File: src/irmf_defs.svh
// Notes on behaviour
// each context shows a read-only 32-bit pointer to the first descriptor block fetched after its run bit 15 is set.
// a packet with tag 11b, 10b, 01b or 00b is taken only while the tag enable at bit 31, 30, 29 or 28 is set.
// match register bits 27 to 25 always read as zero, whatever is written.
// bits 24 to 12 of the match register hold the start cycle as a 13-bit cycle count; the two low seconds bits must be 00b to match.
// with control bit 29 set, a running context starts receiving only once the cycle timer equals the start cycle.
// the 4-bit sync value in bits 11 to 8 is compared with each packet's sync field while the descriptor waits on 11b.
// match register bit 7 always reads as zero.
// with bit 6 and the tag 01b enable set, 01b packets are taken only if their sync field's two upper bits are 00b.
// with bit 6 clear, packets are taken purely by the four tag enables.
// a context takes only packets whose channel number equals the 6-bit field in bits 5 to 0.
// with multi-channel bit 28 set, the channel field is ignored and every channel set in the channel mask is taken.
// software must not change the multi-channel bit while the context is active or running.
// pointer and match registers repeat for every context at a 32-byte stride from their base offsets.
`ifndef IRMF_DEFS_SVH
`define IRMF_DEFS_SVH

`define IRMF_PTR_BASE       16'h040c
`define IRMF_MATCH_BASE     16'h410c
`define IRMF_CTRL_BASE      16'h0400
`define IRMF_MASK_HI        16'h0070
`define IRMF_MASK_LO        16'h0078
`define IRMF_STRIDE         16'h0020

`define IRMF_TAG_BASE       28
`define IRMF_CM_HI          24
`define IRMF_CM_LO          12
`define IRMF_SYNC_HI        11
`define IRMF_SYNC_LO        8
`define IRMF_GATE_BIT       6
`define IRMF_CH_HI          5
`define IRMF_CH_LO          0
`define IRMF_MATCH_WMASK    32'hf1ff_ff7f

`define IRMF_CTRL_CME       29
`define IRMF_CTRL_MULTI     28
`define IRMF_CTRL_RUN       15
`define IRMF_CTRL_ACTIVE    10

`define IRMF_HDR_TAG_HI     15
`define IRMF_HDR_TAG_LO     14
`define IRMF_HDR_CH_HI      13
`define IRMF_HDR_CH_LO      8
`define IRMF_HDR_SY_HI      3
`define IRMF_HDR_SY_LO      0

`define IRMF_PTR_RESET      32'h0000_0000
`define IRMF_MATCH_RESET    32'h0000_0000
`define IRMF_MASK_RESET     32'h0000_0000

`endif

File: src/irmf_pkg.sv
package irmf_pkg;
	typedef enum logic [1:0] {
		IRMF_IDLE,
		IRMF_PASS,
		IRMF_DROP
	} irmf_pkt_state_type;
endpackage

File: src/irmf_fifo.sv
module irmf_fifo #(
	parameter int WIDTH = 38,
	parameter int DEPTH = 16
) (
	input  wire logic             ref_clk,
	input  wire logic             rstn,
	input  wire logic             in_valid,
	output logic                  in_ready,
	input  wire logic [WIDTH-1:0] in_data,
	output logic                  out_valid,
	input  wire logic             out_ready,
	output logic      [WIDTH-1:0] out_data
);
	localparam int AW = $clog2(DEPTH);

	if (DEPTH < 2 || (1 << AW) != DEPTH) begin : g_chk
		$error("irmf_fifo depth must be a power of two of at least 2");
	end

	logic [WIDTH-1:0] mem [DEPTH];
	logic [AW:0]      wr_q;
	logic [AW:0]      rd_q;
	logic             push;
	logic             pop;

	assign in_ready  = (wr_q[AW-1:0] != rd_q[AW-1:0]) || (wr_q[AW] == rd_q[AW]);
	assign out_valid = (wr_q != rd_q);
	assign push      = in_valid && in_ready;
	assign pop       = out_valid && out_ready;
	assign out_data  = mem[rd_q[AW-1:0]];

	always_ff @(posedge ref_clk) begin
		if (push) begin
			mem[wr_q[AW-1:0]] <= in_data;
		end
	end

	always_ff @(posedge ref_clk or negedge rstn) begin
		if (!rstn) begin
			wr_q <= '0;
		end else if (push) begin
			wr_q <= wr_q + 1'b1;
		end
	end

	always_ff @(posedge ref_clk or negedge rstn) begin
		if (!rstn) begin
			rd_q <= '0;
		end else if (pop) begin
			rd_q <= rd_q + 1'b1;
		end
	end
endmodule

File: src/irmf_filter.sv
// The implementer's own choice: the address-and-strobe port.
`include "irmf_defs.svh"

module irmf_filter #(
	parameter int CONTEXTS   = 4,
	parameter int FIFO_DEPTH = 16
) (
	input  wire logic                   ref_clk,
	input  wire logic                   rstn,
	input  wire logic [15:0]            reg_addr,
	input  wire logic [31:0]            reg_wdata,
	input  wire logic                   reg_wr,
	input  wire logic                   reg_rd,
	output logic      [31:0]            reg_rdata,
	input  wire logic [CONTEXTS-1:0]    ptr_load,
	input  wire logic [31:0]            ptr_load_value,
	input  wire logic [CONTEXTS-1:0]    desc_wait_sync,
	input  wire logic [6:0]             timer_seconds_field,
	input  wire logic [12:0]            timer_cycle_field,
	input  wire logic                   in_valid,
	output logic                        in_ready,
	input  wire logic                   in_first,
	input  wire logic                   in_last,
	input  wire logic [31:0]            in_data,
	output logic                        out_valid,
	input  wire logic                   out_ready,
	output logic      [31:0]            out_data,
	output logic                        out_last,
	output logic      [((CONTEXTS > 1) ? $clog2(CONTEXTS) : 1)-1:0] out_ctx,
	output logic      [CONTEXTS-1:0]    ctx_active,
	output logic      [CONTEXTS-1:0]    sync_hit
);
	localparam int CTX_W  = (CONTEXTS > 1) ? $clog2(CONTEXTS) : 1;
	localparam int FIFO_W = 32 + 1 + CTX_W;

	if (CONTEXTS < 1 || CONTEXTS > 32) begin : g_chk
		$error("irmf_filter supports 1 to 32 contexts");
	end

	// context index behind an address, or -1 when none
	function automatic int ctx_of(input logic [15:0] addr, input logic [15:0] base);
		logic [15:0] off;
		off = addr - base;
		if (addr < base || off[4:0] != 5'h00 || int'(off[15:5]) >= CONTEXTS) begin
			return -1;
		end
		return int'(off[15:5]);
	endfunction

	logic [31:0] ptr_q   [CONTEXTS];
	logic [31:0] match_q [CONTEXTS];
	logic [CONTEXTS-1:0] run_q;
	logic [CONTEXTS-1:0] cme_q;
	logic [CONTEXTS-1:0] multi_q;
	logic [CONTEXTS-1:0] armed_q;
	logic [63:0]         mask_q;
	logic [31:0]         rdata_d;
	logic [31:0]         reg_rdata_q;
	logic [CONTEXTS-1:0] sync_hit_q;

	int wr_ptr_ctx;
	int wr_match_ctx;
	int wr_ctrl_ctx;
	int rd_ptr_ctx;
	int rd_match_ctx;
	int rd_ctrl_ctx;

	assign wr_ptr_ctx   = ctx_of(reg_addr, `IRMF_PTR_BASE);
	assign wr_match_ctx = ctx_of(reg_addr, `IRMF_MATCH_BASE);
	assign wr_ctrl_ctx  = ctx_of(reg_addr, `IRMF_CTRL_BASE);
	assign rd_ptr_ctx   = wr_ptr_ctx;
	assign rd_match_ctx = wr_match_ctx;
	assign rd_ctrl_ctx  = wr_ctrl_ctx;

	// packet header fields of the first word
	logic [1:0] hdr_tag;
	logic [5:0] hdr_ch;
	logic [3:0] hdr_sy;

	assign hdr_tag = in_data[`IRMF_HDR_TAG_HI:`IRMF_HDR_TAG_LO];
	assign hdr_ch  = in_data[`IRMF_HDR_CH_HI:`IRMF_HDR_CH_LO];
	assign hdr_sy  = in_data[`IRMF_HDR_SY_HI:`IRMF_HDR_SY_LO];

	logic [CONTEXTS-1:0] accept;
	logic [CONTEXTS-1:0] sync_ok;

	for (genvar n = 0; n < CONTEXTS; n++) begin : g_ctx
		logic tag_ok;
		logic gate_ok;
		logic chan_ok;
		logic [14:0] start_cycle;

		assign start_cycle = 15'(match_q[n][`IRMF_CM_HI:`IRMF_CM_LO]);
		assign tag_ok  = match_q[n][`IRMF_TAG_BASE + hdr_tag];
		// tag 01b filtered further on the sync field's upper bits
		assign gate_ok = !(match_q[n][`IRMF_GATE_BIT] && hdr_tag == 2'h1)
			|| (hdr_sy[3:2] == 2'h0);
		assign chan_ok = multi_q[n] ? mask_q[hdr_ch]
			: (hdr_ch == match_q[n][`IRMF_CH_HI:`IRMF_CH_LO]);
		assign sync_ok[n] = !desc_wait_sync[n]
			|| (hdr_sy == match_q[n][`IRMF_SYNC_HI:`IRMF_SYNC_LO]);
		assign accept[n] = run_q[n] && armed_q[n] && tag_ok && gate_ok && chan_ok && sync_ok[n];

		always_ff @(posedge ref_clk or negedge rstn) begin
			if (!rstn) begin
				ptr_q[n] <= `IRMF_PTR_RESET;
			end else if (ptr_load[n]) begin
				ptr_q[n] <= ptr_load_value;
			end
		end

		always_ff @(posedge ref_clk or negedge rstn) begin
			if (!rstn) begin
				match_q[n] <= `IRMF_MATCH_RESET;
			end else if (reg_wr && wr_match_ctx == n) begin
				match_q[n] <= reg_wdata & `IRMF_MATCH_WMASK;
			end
		end

		always_ff @(posedge ref_clk or negedge rstn) begin
			if (!rstn) begin
				run_q[n]   <= 1'b0;
				cme_q[n]   <= 1'b0;
				multi_q[n] <= 1'b0;
			end else if (reg_wr && wr_ctrl_ctx == n) begin
				run_q[n]   <= reg_wdata[`IRMF_CTRL_RUN];
				cme_q[n]   <= reg_wdata[`IRMF_CTRL_CME];
				multi_q[n] <= reg_wdata[`IRMF_CTRL_MULTI];
			end
		end

		// start of reception, optionally held until the start cycle comes round
		always_ff @(posedge ref_clk or negedge rstn) begin
			if (!rstn) begin
				armed_q[n] <= 1'b0;
			end else if (!run_q[n]) begin
				armed_q[n] <= 1'b0;
			end else if (!cme_q[n]) begin
				armed_q[n] <= 1'b1;
			end else if ({timer_seconds_field[1:0], timer_cycle_field} == start_cycle) begin
				armed_q[n] <= 1'b1;
			end
		end

		assign ctx_active[n] = run_q[n] && armed_q[n];
	end

	// channel mask for the multi-channel context
	always_ff @(posedge ref_clk or negedge rstn) begin
		if (!rstn) begin
			mask_q <= {`IRMF_MASK_RESET, `IRMF_MASK_RESET};
		end else if (reg_wr && reg_addr == `IRMF_MASK_HI) begin
			mask_q[63:32] <= reg_wdata;
		end else if (reg_wr && reg_addr == `IRMF_MASK_LO) begin
			mask_q[31:0] <= reg_wdata;
		end
	end

	// register read
	always_comb begin
		rdata_d = 32'h0000_0000;
		if (rd_ptr_ctx >= 0) begin
			rdata_d = ptr_q[rd_ptr_ctx];
		end else if (rd_match_ctx >= 0) begin
			rdata_d = match_q[rd_match_ctx] & `IRMF_MATCH_WMASK;
		end else if (rd_ctrl_ctx >= 0) begin
			rdata_d[`IRMF_CTRL_CME]    = cme_q[rd_ctrl_ctx];
			rdata_d[`IRMF_CTRL_MULTI]  = multi_q[rd_ctrl_ctx];
			rdata_d[`IRMF_CTRL_RUN]    = run_q[rd_ctrl_ctx];
			rdata_d[`IRMF_CTRL_ACTIVE] = ctx_active[rd_ctrl_ctx];
		end else if (reg_addr == `IRMF_MASK_HI) begin
			rdata_d = mask_q[63:32];
		end else if (reg_addr == `IRMF_MASK_LO) begin
			rdata_d = mask_q[31:0];
		end
	end

	always_ff @(posedge ref_clk or negedge rstn) begin
		if (!rstn) begin
			reg_rdata_q <= 32'h0000_0000;
		end else if (reg_rd) begin
			reg_rdata_q <= rdata_d;
		end else begin
			reg_rdata_q <= 32'h0000_0000;
		end
	end

	assign reg_rdata = reg_rdata_q;

	// lowest accepting context wins
	logic             hit;
	logic [CTX_W-1:0] hit_idx;

	always_comb begin
		hit     = 1'b0;
		hit_idx = '0;
		for (int i = CONTEXTS - 1; i >= 0; i--) begin
			if (accept[i]) begin
				hit     = 1'b1;
				hit_idx = CTX_W'(i);
			end
		end
	end

	// packet stream
	irmf_pkg::irmf_pkt_state_type state_q;
	logic [CTX_W-1:0]             ctx_q;
	logic                         f_in_ready;
	logic                         f_push;
	logic [CTX_W-1:0]             push_ctx;
	logic                         take;
	logic                         start_pass;

	assign start_pass = (state_q == irmf_pkg::IRMF_IDLE) && in_first && hit;
	assign push_ctx   = (state_q == irmf_pkg::IRMF_PASS) ? ctx_q : hit_idx;

	always_comb begin
		unique case (state_q)
			irmf_pkg::IRMF_IDLE: in_ready = start_pass ? f_in_ready : 1'b1;
			irmf_pkg::IRMF_PASS: in_ready = f_in_ready;
			irmf_pkg::IRMF_DROP: in_ready = 1'b1;
		endcase
	end

	assign take   = in_valid && in_ready;
	assign f_push = in_valid && f_in_ready && (start_pass || state_q == irmf_pkg::IRMF_PASS);

	always_ff @(posedge ref_clk or negedge rstn) begin
		if (!rstn) begin
			state_q <= irmf_pkg::IRMF_IDLE;
		end else if (take) begin
			unique case (state_q)
				irmf_pkg::IRMF_IDLE: begin
					if (!in_first || in_last) begin
						state_q <= irmf_pkg::IRMF_IDLE;
					end else if (hit) begin
						state_q <= irmf_pkg::IRMF_PASS;
					end else begin
						state_q <= irmf_pkg::IRMF_DROP;
					end
				end
				irmf_pkg::IRMF_PASS,
				irmf_pkg::IRMF_DROP: begin
					if (in_last) begin
						state_q <= irmf_pkg::IRMF_IDLE;
					end
				end
			endcase
		end
	end

	always_ff @(posedge ref_clk or negedge rstn) begin
		if (!rstn) begin
			ctx_q <= '0;
		end else if (take && start_pass) begin
			ctx_q <= hit_idx;
		end
	end

	// one pulse per context when a sync-waiting packet is taken
	always_ff @(posedge ref_clk or negedge rstn) begin
		if (!rstn) begin
			sync_hit_q <= '0;
		end else begin
			for (int i = 0; i < CONTEXTS; i++) begin
				sync_hit_q[i] <= take && start_pass && hit_idx == CTX_W'(i)
					&& desc_wait_sync[i];
			end
		end
	end

	assign sync_hit = sync_hit_q;

	logic [FIFO_W-1:0] f_out_data;

	irmf_fifo #(
		.WIDTH (FIFO_W),
		.DEPTH (FIFO_DEPTH)
	) u_fifo (
		.ref_clk   (ref_clk),
		.rstn      (rstn),
		.in_valid  (f_push),
		.in_ready  (f_in_ready),
		.in_data   ({push_ctx, in_last, in_data}),
		.out_valid (out_valid),
		.out_ready (out_ready),
		.out_data  (f_out_data)
	);

	assign out_data = f_out_data[31:0];
	assign out_last = f_out_data[32];
	assign out_ctx  = f_out_data[FIFO_W-1:33];
endmodule

File: config.mk
export PLATFORM = sky130hd
export DESIGN_NAME = irmf_filter
export DESIGN_NICKNAME = d
export VERILOG_FILES = /design/src/irmf_pkg.sv /design/src/irmf_fifo.sv /design/src/irmf_filter.sv
export VERILOG_INCLUDE_DIRS = /design/src
export SDC_FILE = /design/constraint.sdc
export NUM_CORES = 1
export LEC_CHECK = 0
export ABC_CLOCK_PERIOD_IN_PS = 10900
export BUFFER_PORTS_ARGS = -buffer_cell sky130_fd_sc_hd__buf_2
export CELL_PAD_IN_SITES_DETAIL_PLACEMENT = 0
export CELL_PAD_IN_SITES_GLOBAL_PLACEMENT = 2
export CORE_MARGIN = 5
export CORE_UTILIZATION = 49
export DETAILED_ROUTE_END_ITERATION = 6
export GPL_TIMING_DRIVEN = 0
export PLACE_DENSITY = 0.85
export SYNTH_ARGS = -nofsm -noshare
export SYNTH_HDL_FRONTEND = slang
export SYNTH_HIERARCHICAL = 1
export SYNTH_SLANG_ARGS = --single-unit
File: constraint.sdc
create_clock -name ref_clk -period 10.9 [get_ports ref_clk]
set_clock_uncertainty 0.15 [all_clocks]
set_input_delay 2.725 -clock ref_clk [delete_from_list [all_inputs] [get_ports ref_clk]]
set_output_delay 2.725 -clock ref_clk [all_outputs]
set_load 0.005 [all_outputs]
---- Word-level counts from Yosys, hierarchy flattened ----
Memory sizes are Yosys's and may differ from the RTL's.
Cells that the tools add are included.
operators by class
  bitwise operators ....................... 3
  $add $sub $neg .......................... 6
  equality and inequality tests ........... 34
  muxes and demuxes ....................... 82
  reduce and logical (&&, ||, !) cells .... 87
  order comparisons ....................... 14
operators with widths
  cell                                                                            count
  32-bit two-way mux                                                              15
  32-bit binary-select mux with 2-bit select                                      2
  32-bit by 3-bit equality test with 1-bit output, second input constant          4
  32-bit by 1-bit >= comparator with 1-bit output, second input constant          3
  32-bit by 2-bit equality test with 1-bit output, second input constant          2
  32-bit by 3-bit >= comparator with 1-bit output, second input constant          2
  32-bit zero test                                                                2
  32-bit NOT                                                                      2
  15-bit by 13-bit equality test with 1-bit output                                4
  1-bit logical AND                                                               50
  1-bit two-way mux                                                               41
  11-bit by 3-bit >= comparator with 1-bit output, second input constant          3
  16-bit by 7-bit equality test with 1-bit output, second input constant          2
  16-bit by 11-bit less-than comparator with 1-bit output, second input constant  2
  32-bit by 4-bit less-than comparator with 1-bit output, second input constant   1
  16-bit by 11-bit subtractor with 16-bit output, second input constant           2
  6-bit equality test                                                             4
  1-bit binary-select mux with 5-bit select                                       4
  2-bit two-way mux                                                               10
  1-bit logical OR                                                                17
  4-bit equality test                                                             4
  16-bit by 15-bit less-than comparator with 1-bit output, second input constant  1
  16-bit by 15-bit subtractor with 16-bit output, second input constant           1
  5-bit nonzero test                                                              3
  other kinds (23)                                                                45
word-level totals
  memories kept ........................... 1
  output and inout port bits .............. 77
  memory bits (writable) .................. 560
  bits in registers ....................... 370
memory list
  memory      depth  bits a word  rd ports  clocked after Yosys merged registers in  write ports  line             text
  u_fifo.mem  16     35           1         0                                        1            irmf_fifo.sv:20  logic [WIDTH-1:0] mem [DEPTH];

---- Longest topological paths before layout ----
Gate-level depths: netlist of run 1.
  depth in word-level cells ............... 18
  mapped depth ............................ 12
  depth with buffers taken out ............ 11

---- Modules after synthesis ----
The synthesis of run 1 kept the hierarchy.
modules (own cells, without submodules)
  module       cells an instance  times used  seq. area each (um^2)  area an instance (um^2)
  irmf_fifo    1090               1           17066.4                22387.7
  irmf_filter  1411               1           9008.6                 18694.2

---- Least setup slack after synthesis of run 1 ----
No wires, ideal clock.
  path type ............................... input to register
  start ................................... input port in_data[8]
  end ..................................... memory u_fifo/mem[0][0] (netlist bit), enable pin
  required time ........................... 10.235 ns
  arrival time ............................ 7.956 ns
  path slack .............................. 2.280 ns
  buffers on the path ..................... 2
  stages .................................. 11
  library setup time ...................... 0.515 ns
  cells stage by stage .................... buf_6 -> buf_12 -> mux2i_1 -> mux4_2 -> a221oi_4 -> a22o_4 -> a211oi_4 -> nor2_1 -> o211a_1 -> nand2_1 -> nor4_1
on the way
  word-level cells in the longest chain between the ends .. 15
ends and longest elaborated chain
  what                                       line                text
  from (decl)                                irmf_filter.sv:24   input wire logic [31:0] in_data,
  1-bit binary-select mux with 6-bit select  irmf_filter.sv:98   assign chan_ok = multi_q[n] ? mask_q[hdr_ch]
  1-bit two-way mux (implied by the code)    irmf_filter.sv:98
  1-bit two-way mux                          irmf_filter.sv:98
  1-bit logical AND (2 in a row)             irmf_filter.sv:102  assign accept[n] = run_q[n] && armed_q[n] && tag_ok && gate_ok && chan_ok && sync_ok[n];
  1-bit two-way mux (3 in a row)             irmf_filter.sv:198  if (accept[i]) begin
  1-bit two-way mux *                        irmf_filter.sv:198
  1-bit logical AND *                        irmf_filter.sv:214  assign start_pass = (state_q == irmf_pkg::IRMF_IDLE) && in_first && hit;
  1-bit logical OR *                         irmf_filter.sv:226  assign f_push = in_valid && f_in_ready && (start_pass || state_q == irmf_pkg::IRMF_PASS);
  1-bit logical AND *                        irmf_filter.sv:226
  via f_push                                 irmf_filter.sv:209  logic f_push;
  1-bit logical AND *                        irmf_fifo.sv:28     assign push = in_valid && in_ready;
  1-bit two-way mux *                        irmf_fifo.sv:33     if (push) begin
  1-bit two-way mux (implied by the code) *  irmf_fifo.sv:34     mem[wr_q[AW-1:0]] <= in_data;
  to (decl)                                  irmf_fifo.sv:20
The timed path passes the listed nets; every way through them passes the cells marked *. The select of a mux whose other input is x is not followed.

---- Worst setup path after layout of run 1 ----
  start ................................... input port in_data[9]
  end ..................................... output port in_ready
on the way
  word-level cells in the longest chain between the ends .. 12
ends and longest elaborated chain
  what                                       line                text
  1-bit binary-select mux with 6-bit select  irmf_filter.sv:98
  1-bit two-way mux (implied by the code)    irmf_filter.sv:98
  1-bit two-way mux                          irmf_filter.sv:98
  1-bit logical AND (2 in a row)             irmf_filter.sv:102
  1-bit two-way mux (3 in a row)             irmf_filter.sv:198
  1-bit two-way mux *                        irmf_filter.sv:198
  1-bit logical AND *                        irmf_filter.sv:214
  1-bit two-way mux *                        irmf_filter.sv:219  irmf_pkg::IRMF_IDLE: in_ready = start_pass ? f_in_ready : 1'b1;
  1-bit one-hot mux with 3 select lines *    irmf_filter.sv:218  unique case (state_q)
  to (decl)                                  irmf_filter.sv:21   output logic in_ready,
Every way passes the cells marked *; elsewhere a longest branch is shown, timed or not. The select of a mux whose other input is x is not followed.

==> summary.txt, run 1 <==
Status
  • Status: finished clean

STA
  • Max Slew Vio Count: 0
  • Final TNS setup: 0 ns
  • Min cycle time layout: between 8 and 9 ns
  • Fin crit share: about four fifths
  • Worst slew pin tran: about 1.1 ns
  • Final Hold Viols: 0
  • Max Freq: between 100 and 150 MHz
  • Final setup viols: 0
  • RSZ-0062 raised after global routing: no
  • Slew Limit Headroom: 25.0%

Drt
  • Starting DRT DRC Count: 1805
  • Post-Route WL: around 110 mm
  • Antenna viol nets, final: 0
  • Vias after detailed routing: around 24000
  • Vias per inst: roughly 6.0
  • Pre-Repair DR Iteration Count: 5
  • WL/cell: 27.7 µm
  • Residual DRC: 0

Setup path
  • Max incr delay on CP: between 0.4 and 0.5 ns
  • CP startpoint kind: input pin
  • CP max FO: 17
  • CP max-delay cell: buf_2
  • Crit path kind: input pin to output pin
  • Critical path cell sequence: buf_2 > buf_2 > buf_2 > mux4_2 > mux2i_1 > a21oi_1 > a22o_4 > a211oi_4 > nor2_1 > a21oi_1 > buf_2
  • Crit. End Element: output pin
  • Critical Path RT: approximately 8 ns
  • Most common cell on crit path: buf_2
  • Crit path DAT: just under 6 ns

Floorplanning
  • Initial Util: 49.2%
  • Die Y: roughly 300 µm
  • Total core area: approximately 0.083 mm²
  • Row Count: between 100 and 150
  • Io pins: 225
  • Die width: between 200 and 300 µm
  • Die area: 0.0897 mm²

Power and ir drop
  • Leakage power: between 15 and 20 nW
  • Pwr Density: about 160 mW/mm²
  • Worst ir drop on vdd: 0.121 mV

GRT
  • Vias in the first global route: approximately 26000
  • First-pass GRT wire length: 167 mm
  • Largest net degree at the start of global routing: about 130
  • Initial antenna violation count: 14
  • Remaining global-route overflow: 0
  • Total track usage: between 20 and 25%

Yosys
  • Post-synth top area cell: edfxtp_1
  • Area contributors post-synth: edfxtp_1 (41%), dfrtp_1 (23%), mux2_2 (7.4%), mux4_2 (6.8%), mux2i_1 (5.8%)
  • Yosys cell types: 82
  • Yosys top cell area share: 40.9%
  • Dominant synthesized flop cell: edfxtp_1
  • Avg Cell Area, Syn: between 15 and 20 µm²
  • Mapped Area: around 0.04 mm²
  • #FFs+latches synth: 930
  • EDFF count, synth: 560
  • Gate Count Post-Synth: around 2500
  • Top cells by count, synth: edfxtp_1 (560), dfrtp_1 (370), mux2_2 (270)
  • Top-count cell post-synth: edfxtp_1
  • Post-Syn Nets: between 2000 and 3000
  • Yosys warning count: 6
  • Sequential area share after synthesis: between 60% and 70%
  • Ys async rst share: about two fifths

CTS
  • CTS tree: done
  • Sink Count: 930
  • Post-CTS resize count: 0
  • CTS H-tree lvls: 3
  • CTS root buf: clkbuf_16
  • Total CTS buffers: 97
  • CTS Hold Bufs: 0
  • Clk pin slew, worst setup/hold paths: ~0.06 ns
  • Clock insertion delay at the later pin of the skew report: between 0.6 and 0.7 ns
  • Longest Clk Path Bufs: 3
  • Post-CTS setup repair buffer count: 0

Cells and area
  • Non-Filler Cell Area, Final: 0.0476 mm²
  • Final core utilization: a little under three fifths
  • Non-Filler Instances: around 4000
  • Area Growth Syn to Fin: 15.8%
  • Layout cells sized above 1: between 30% and 40%
  • Fin nets: a little over 3000

Place
  • Hpwl dp: 79.9 mm
  • Post-placement cell area: approximately 0.044 mm²
  • GPL Wtd Cong: about 0.9
  • Placed Cells: around 3900
  • PortBufs: 203

Run
  • Max cap viols: 0

Min path
  • Hold crit path type: flip-flop to flip-flop
## layout by cell type, fill, tap and decap left out, types with 35 or more instances in the layout
cell / count
o211ai_1: 39
mux4_2: 124
buf_2: 235
buf_6: 42
a21oi_1: 36
nor2_1: 52
o21ai_1: 39
mux2_2: 270
mux2_1: 55
mux2i_1: 237
xor2_1: 52
dfrtp_1: 370
nand2_1: 101
buf_4: 46
clkbuf_1: 88
edfxtp_1: 560
xnor2_1: 55
a221oi_2: 35
clkbuf_16: 98
a22oi_1: 35
## final cells by class
class                           count  area, µm²
Clock buffer                      130       2640
Timing Repair Buffer              274       1810
Sequential cell                   930      26100
Antenna cell                        4       10.0
Inverter                           34        128
Clock inverter                     47        584
Multi-Input combinational cell   1376      14000
Fill cell                        6463      35900
Buffer                            161        955
Tap cell                         1080       1350
## per-stage QoR
stage	total power, mW	setup WS, ns	hold WS (ns)
detailed placement	4.23	2.11	0.341
finish	7.48	2.22	0.352
floorplan	4.05	2.28	0.315
global placement	4.21	-2.19	0.334
global route	7.71	2.04	0.360
CTS	7.55	2.09	0.354
## registers in the layout, summed over array words and instances, names as in the netlist
register	flops
u_fifo/mem	560
u_fifo/wr_q	5
multi_q	4
u_fifo/rd_q	5
match_q	60
reg_rdata	32
ptr_q	128
mask_q	64
cme_q	4
ctx_q	2
state_q	2
run_q	4
g_ctx.start_cycle	52
sync_hit	4
armed_q	4
## power by group
group	internal [mW]	switching, mW
clock	1.95	1.38
combinational	0.136	0.206
sequential	3.79	0.0249
total	5.87	1.61
## critical path: cells and delay by family
kind / cells / cell delay [ns]
AO/OA/AOI/OAI: 4 / 1.09
multiplexers: 2 / 0.64
buffers and inverters: 4 / 1.22
AND/OR/NAND/NOR: 1 / 0.09
## cell families after synthesis
| logic type | Yosys count | synth area share, % |
|---|---|---|
| buf+inv | 195 | 2.63 |
| simple gates | 277 | 3.42 |
| compound gates | 283 | 5.64 |
| xor+xnor | 107 | 2.28 |
| mux | 697 | 22.2 |
| flops | 930 | 63.5 |
| fa+ha+maj | 12 | 0.365 |
## final timing paths
| kind | from | end | slack, ns | cells after the start |
|---|---|---|---|---|
| min in group asynchronous | rstn | g_ctx[0].start_cycle[4] | 1.80 | 1 |
| worst min register to register | ptr_q[115] | ptr_q[115] | 0.35 | 1 |
| worst max register to register | match_q[105] | u_fifo/mem[12][17] | 6.39 | 12 |
| worst max-delay path | in_data[9] | in_ready | 2.22 | 11 |
| max in group asynchronous | rstn | ptr_q[6] | 6.87 | 4 |
| worst min-delay path | ptr_q[115] | ptr_q[115] | 0.35 | 1 |
## metal layers
layer	part of all wire (%)	global-route usage (%)	vias up
met5	0.078	0	-
met4	3.4	7.73	12
met3	5.4	4.07	216
met2	51	43.0	777
met1	40	32.1	12619
li1	-	-	10493
No activity file was read; power rests on OpenSTA's default activity.
==> run 2, diff against run 1 <==
--- a/config.mk
+++ b/config.mk
@@ -6,15 +6,16 @@
 export SDC_FILE = /design/constraint.sdc
 export NUM_CORES = 1
 export LEC_CHECK = 0
-export ABC_CLOCK_PERIOD_IN_PS = 10900
+export ABC_AREA = 1
+export ABC_CLOCK_PERIOD_IN_PS = 8360
 export BUFFER_PORTS_ARGS = -buffer_cell sky130_fd_sc_hd__buf_2
 export CELL_PAD_IN_SITES_DETAIL_PLACEMENT = 0
 export CELL_PAD_IN_SITES_GLOBAL_PLACEMENT = 2
 export CORE_MARGIN = 5
-export CORE_UTILIZATION = 49
+export CORE_UTILIZATION = 40
 export DETAILED_ROUTE_END_ITERATION = 6
 export GPL_TIMING_DRIVEN = 0
-export PLACE_DENSITY = 0.85
+export PLACE_DENSITY = 0.81
 export SYNTH_ARGS = -nofsm -noshare
 export SYNTH_HDL_FRONTEND = slang
 export SYNTH_HIERARCHICAL = 1
==> constraint.sdc (replaced) <==
create_clock -name ref_clk -period 8.36 [get_ports ref_clk]
set_clock_uncertainty 0.15 [all_clocks]
set_input_delay 2.09 -clock ref_clk [delete_from_list [all_inputs] [get_ports ref_clk]]
set_output_delay 2.09 -clock ref_clk [all_outputs]
set_load 0.005 [all_outputs]
==> run 2 against run 1 <==
  * Power up 36%
  * Clock power is 37% higher
  * Combinational power is 99% higher
  * Critical path type unchanged
  * Sequential share of layout area decreased by 1.2 points
  * Final area rose by 2.3%
  * Wire length up 37%
  * Count of clock-buffer cells in the layout rose by 14
==> summary.txt, run 2 <==
STA
  • Max Slew Vio Count: 0 (unchanged)
  • RSZ-0062 raised after global routing: no
  • Max Freq: around 130 MHz
  • WHS: 0.337 ns (-0.0150 ns)
  • Worst slew pin tran: 1.06 ns (-0.0642 ns)
  • Min cycle time layout: ~7.5 ns
  • Final setup viols: 0 (unchanged)
  • Final Hold Viols: 0 (unchanged)
  • Fin crit share: between 80% and 90%
  • Slew Limit Headroom: 29.3% (+4.3 points)

Yosys
  • Yosys top cell area share: 40.2% (-0.73 points)
  • Avg Cell Area, Syn: 9.64 µm² (-41%)
  • Top-count cell post-synth: nand2_1
  • Post-synth top area cell: edfxtp_1
  • EDFF count, synth: 560 (unchanged)
  • Dominant synthesized flop cell: edfxtp_1
  • Post-Syn Nets: 4499 (+69%)
  • Top cells by count, synth: nand2_1 (1057), edfxtp_1 (560), nor2_1 (492)
  • Ys async rst share: 39.8% (unchanged)
  • Area contributors post-synth: edfxtp_1 (40%), dfrtp_1 (22%), nand2_1 (9.5%), o21ai_0 (5.7%), nor2_1 (4.4%)
  • Sequential area share after synthesis: 62.3% (-1.1 points)
  • Yosys warning count: 6 (unchanged)
  • Mapped Area: 0.0418 mm² (+1.8%)
  • #FFs+latches synth: 930 (unchanged)
  • Gate Count Post-Synth: 4339 (+73%)
  • Yosys cell types: 53 (-35%)

Cells and area
  • Fin nets: 4839 (+59%)
  • Layout cells sized above 1: 12.5% (-20 points)
  • Commonest cells after routing, fill and taps aside: nand2_1 (1057), edfxtp_1 (560), o21ai_0 (478)
  • Layout fillers: 10070 (+56%)
  • Area Growth Syn to Fin: 16.3%
  • Non-Filler Cell Area, Final: 0.0487 mm² (+2.3%)
  • Max FFs per register: 560 (unchanged)
  • Commonest non-fill, non-tap cell in the layout: nand2_1

CTS
  • CTS H-tree lvls: 3 (unchanged)
  • Total CTS buffers: 104 (+7.2%)
  • Post-CTS resize count: 0 (unchanged)
  • Clk pin slew, worst setup/hold paths: 0.06 ns (about the same)
  • CTS root buf: clkbuf_16
  • Post-CTS setup repair buffer count: 0 (unchanged)
  • Clock insertion delay at the later pin of the skew report: 0.71 ns (+0.04 ns)
  • Longest Clk Path Bufs: 3 (unchanged)
  • Sink Count: 930 (unchanged)
  • CTS Hold Bufs: 0 (unchanged)
  • CTS tree: done

Floorplanning
  • Die width: 333 µm (+11%)
  • Die area: 0.111 mm² (+24%)
  • Total core area: 0.104 mm² (+24%)
  • Die Y: 333 µm (+11%)
  • Initial Util: 40.4% (-8.9 points)
  • Io pins: 225 (unchanged)
  • Row Count: 118 (+11%)

Run
  • Max cap viols: 0 (unchanged)

Setup path
  • CP startpoint kind: input pin
  • Most common cell on crit path: nand2_1
  • Max incr delay on CP: 0.42 ns (about the same)
  • Worst R2R Setup Slack: 4.30 ns (-2.09 ns)
  • CP max-delay cell: buf_2
  • Crit path kind: input pin to output pin
  • CP max FO: 17 (unchanged)
  • Crit path DAT: 5.24 ns (-0.56 ns)
  • Reg2reg start: mask_q[25]
  • Critical Path RT: 6.12 ns (-1.91 ns)
  • Critical path cell sequence: buf_2 > buf_2 > buf_2 > nand2_1 > nand3_1 > nand3_1 > nand2_1 > nand2_1 > nand3_1 > nand3_1 > nand2_1 > nand2_1 > nand2_1 > nand2_1 > nand2_1 > inv_1 > nand2_1 > nand3_1 > nand2_1 > inv_1 > buf_2
  • Worst r2r path cells: 20 (+8)
  • Buf+Inv Stages, Crit Path: 6 (+2)
  • Crit. End Element: output pin
  • Top cell family by delay on the critical path: simple AND/OR/NAND/NOR gates
  • Worst r2r dst: u_fifo/mem[7][9]

Power and ir drop
  • Internal power: 7.75 mW (+32%)
  • Overall Power: 10.2 mW (+36%)
  • Sw Share: 24.1% (+2.6 points)
  • Worst ir drop on vdd: 0.159 mV (+31%)
  • Pwr Density: 210 mW/mm² (+33%)
  • Clk pwr share: 44.7% (+0.2 points)
  • Switching power total: 2.46 mW (+53%)
  • Leakage power: 19.8 nW (+9.6%)
  • Logic pwr share: 6.7% (+2.1 points)
  • Seq pwr share: 48.6% (-2.3 points)

Place
  • PortBufs: 211 (+3.9%)
  • GPL Wtd Cong: 0.942 (+4.2%)
  • Post-placement cell area: 0.0452 mm² (+2.1%)
  • Hpwl dp: 109 mm (+37%)

Min path
  • Hold crit path type: flip-flop to flip-flop
  • HP Start: ctx_q[1]
  • Hold path endpoint: ctx_q[1]
  • Hold path depth: 2 (+1)

Drt
  • Starting DRT DRC Count: 3150 (+75%)
  • Post-Route WL: 153 mm (+37%)
  • Pre-Repair DR Iteration Count: 6 (+1)
  • Vias per inst: 5.40 (-9.7%)
  • Vias after detailed routing: 33220 (+38%)
  • Antenna viol nets, final: 0 (unchanged)
  • WL/cell: 24.9 µm (-10%)
  • Residual DRC: 0 (unchanged)

Status
  • Status: finished clean

GRT
  • Vias in the first global route: 32656 (+28%)
  • First-pass GRT wire length: 224 mm (+34%)
  • Total track usage: 27.0% (+2.3 points)
  • Remaining global-route overflow: 0 (unchanged)
  • Initial antenna violation count: 9 (-5)
  • Largest net degree at the start of global routing: 113 (-10%)
## run 2: cell types whose count changed in the layout (fill, tap and decap cells not counted), moves of 55 or more
| cell | change |
|---|---|
| mux4_2 | -124 |
| nand2_1 | +956 |
| inv_1 | +287 |
| mux2_2 | -214 |
| nand3_1 | +200 |
| nor2_1 | +425 |
| mux2i_1 | -237 |
| nand4_1 | +87 |
| buf_2 | +60 |
| mux2_1 | -55 |
| o21ai_1 | +56 |
| clkbuf_1 | +82 |
| o21ai_0 | +474 |
## run 2: cell type report
type | instances | area, µm² | area share, %
Antenna cell | 12 | 30.0 | 0.0617
Buffer | 258 | 1180 | 2.43
Clock buffer | 144 | 2880 | 5.91
Clock inverter | 47 | 513 | 1.05
Inverter | 344 | 1290 | 2.65
Multi-Input combinational cell | 2807 | 13400 | 27.5
Sequential cell | 930 | 26100 | 53.6
Tap cell | 1380 | 1730 | 3.55
Timing Repair Buffer | 234 | 1570 | 3.23
## run 2: worst max-delay path by stage
stage | start | to | slack, ns | cells after the start
3_3_place_gp | rstn | match_q[8] | -2.71 | 1
6_report | in_data[8] | in_ready | 0.88 | 21
4_1_cts | in_data[8] | in_ready | 0.92 | 21
5_1_grt | in_data[8] | in_ready | 0.63 | 21
3_5_place_dp | in_data[8] | in_ready | 0.92 | 21
2_1_floorplan | in_data[8] | u_fifo/mem[11][0] | 2.37 | 22
## run 2: through the flow
stage          setup slack [ns]  util (%)  setup TNS (ns)  std cells
4_1_cts                   0.916      46.9               0       6144
6_report                  0.877      47.0               0       6156
5_1_grt                   0.635      46.9               0       6148
2_1_floorplan              2.37         -               0       4339
3_5_place_dp              0.923      43.7               0       5953
3_3_place_gp              -2.71      43.0        -1288.51       5930
## run 2: worst min-delay path, stage by stage (launching register included)
cell	delay, ns
dfrtp_1	0.35
nand2_1	0.06
nand2_1	0.05
## run 2: layer usage
layer	track usage (%)	up-vias	part of all wire [%]
met3	4.25	257	6.4
met5	0	-	0.0072
met2	45.2	1175	48
met4	9.18	2	3.8
li1	-	15387	-
met1	36.1	16399	41
## run 2: kinds of logic after synthesis
kind of cell    Yosys count  share of synthesized area (%)
compound gates          802                           10.5
mux                      56                           1.51
flops                   930                           62.3
buf+inv                 602                           5.92
simple gates           1905                           18.7
xor+xnor                 32                          0.670
fa+ha+maj                12                          0.359
## run 2: power groups by stage
stage               Clock (mW)  Combinational [mW]  Sequential, mW
finish                    4.57               0.682            4.96
global route              4.82               0.749            4.96
CTS                       4.64               0.685            4.96
detailed placement           0               0.682            5.05
global placement             0               0.672            5.05
floorplan                    0               0.335            5.05
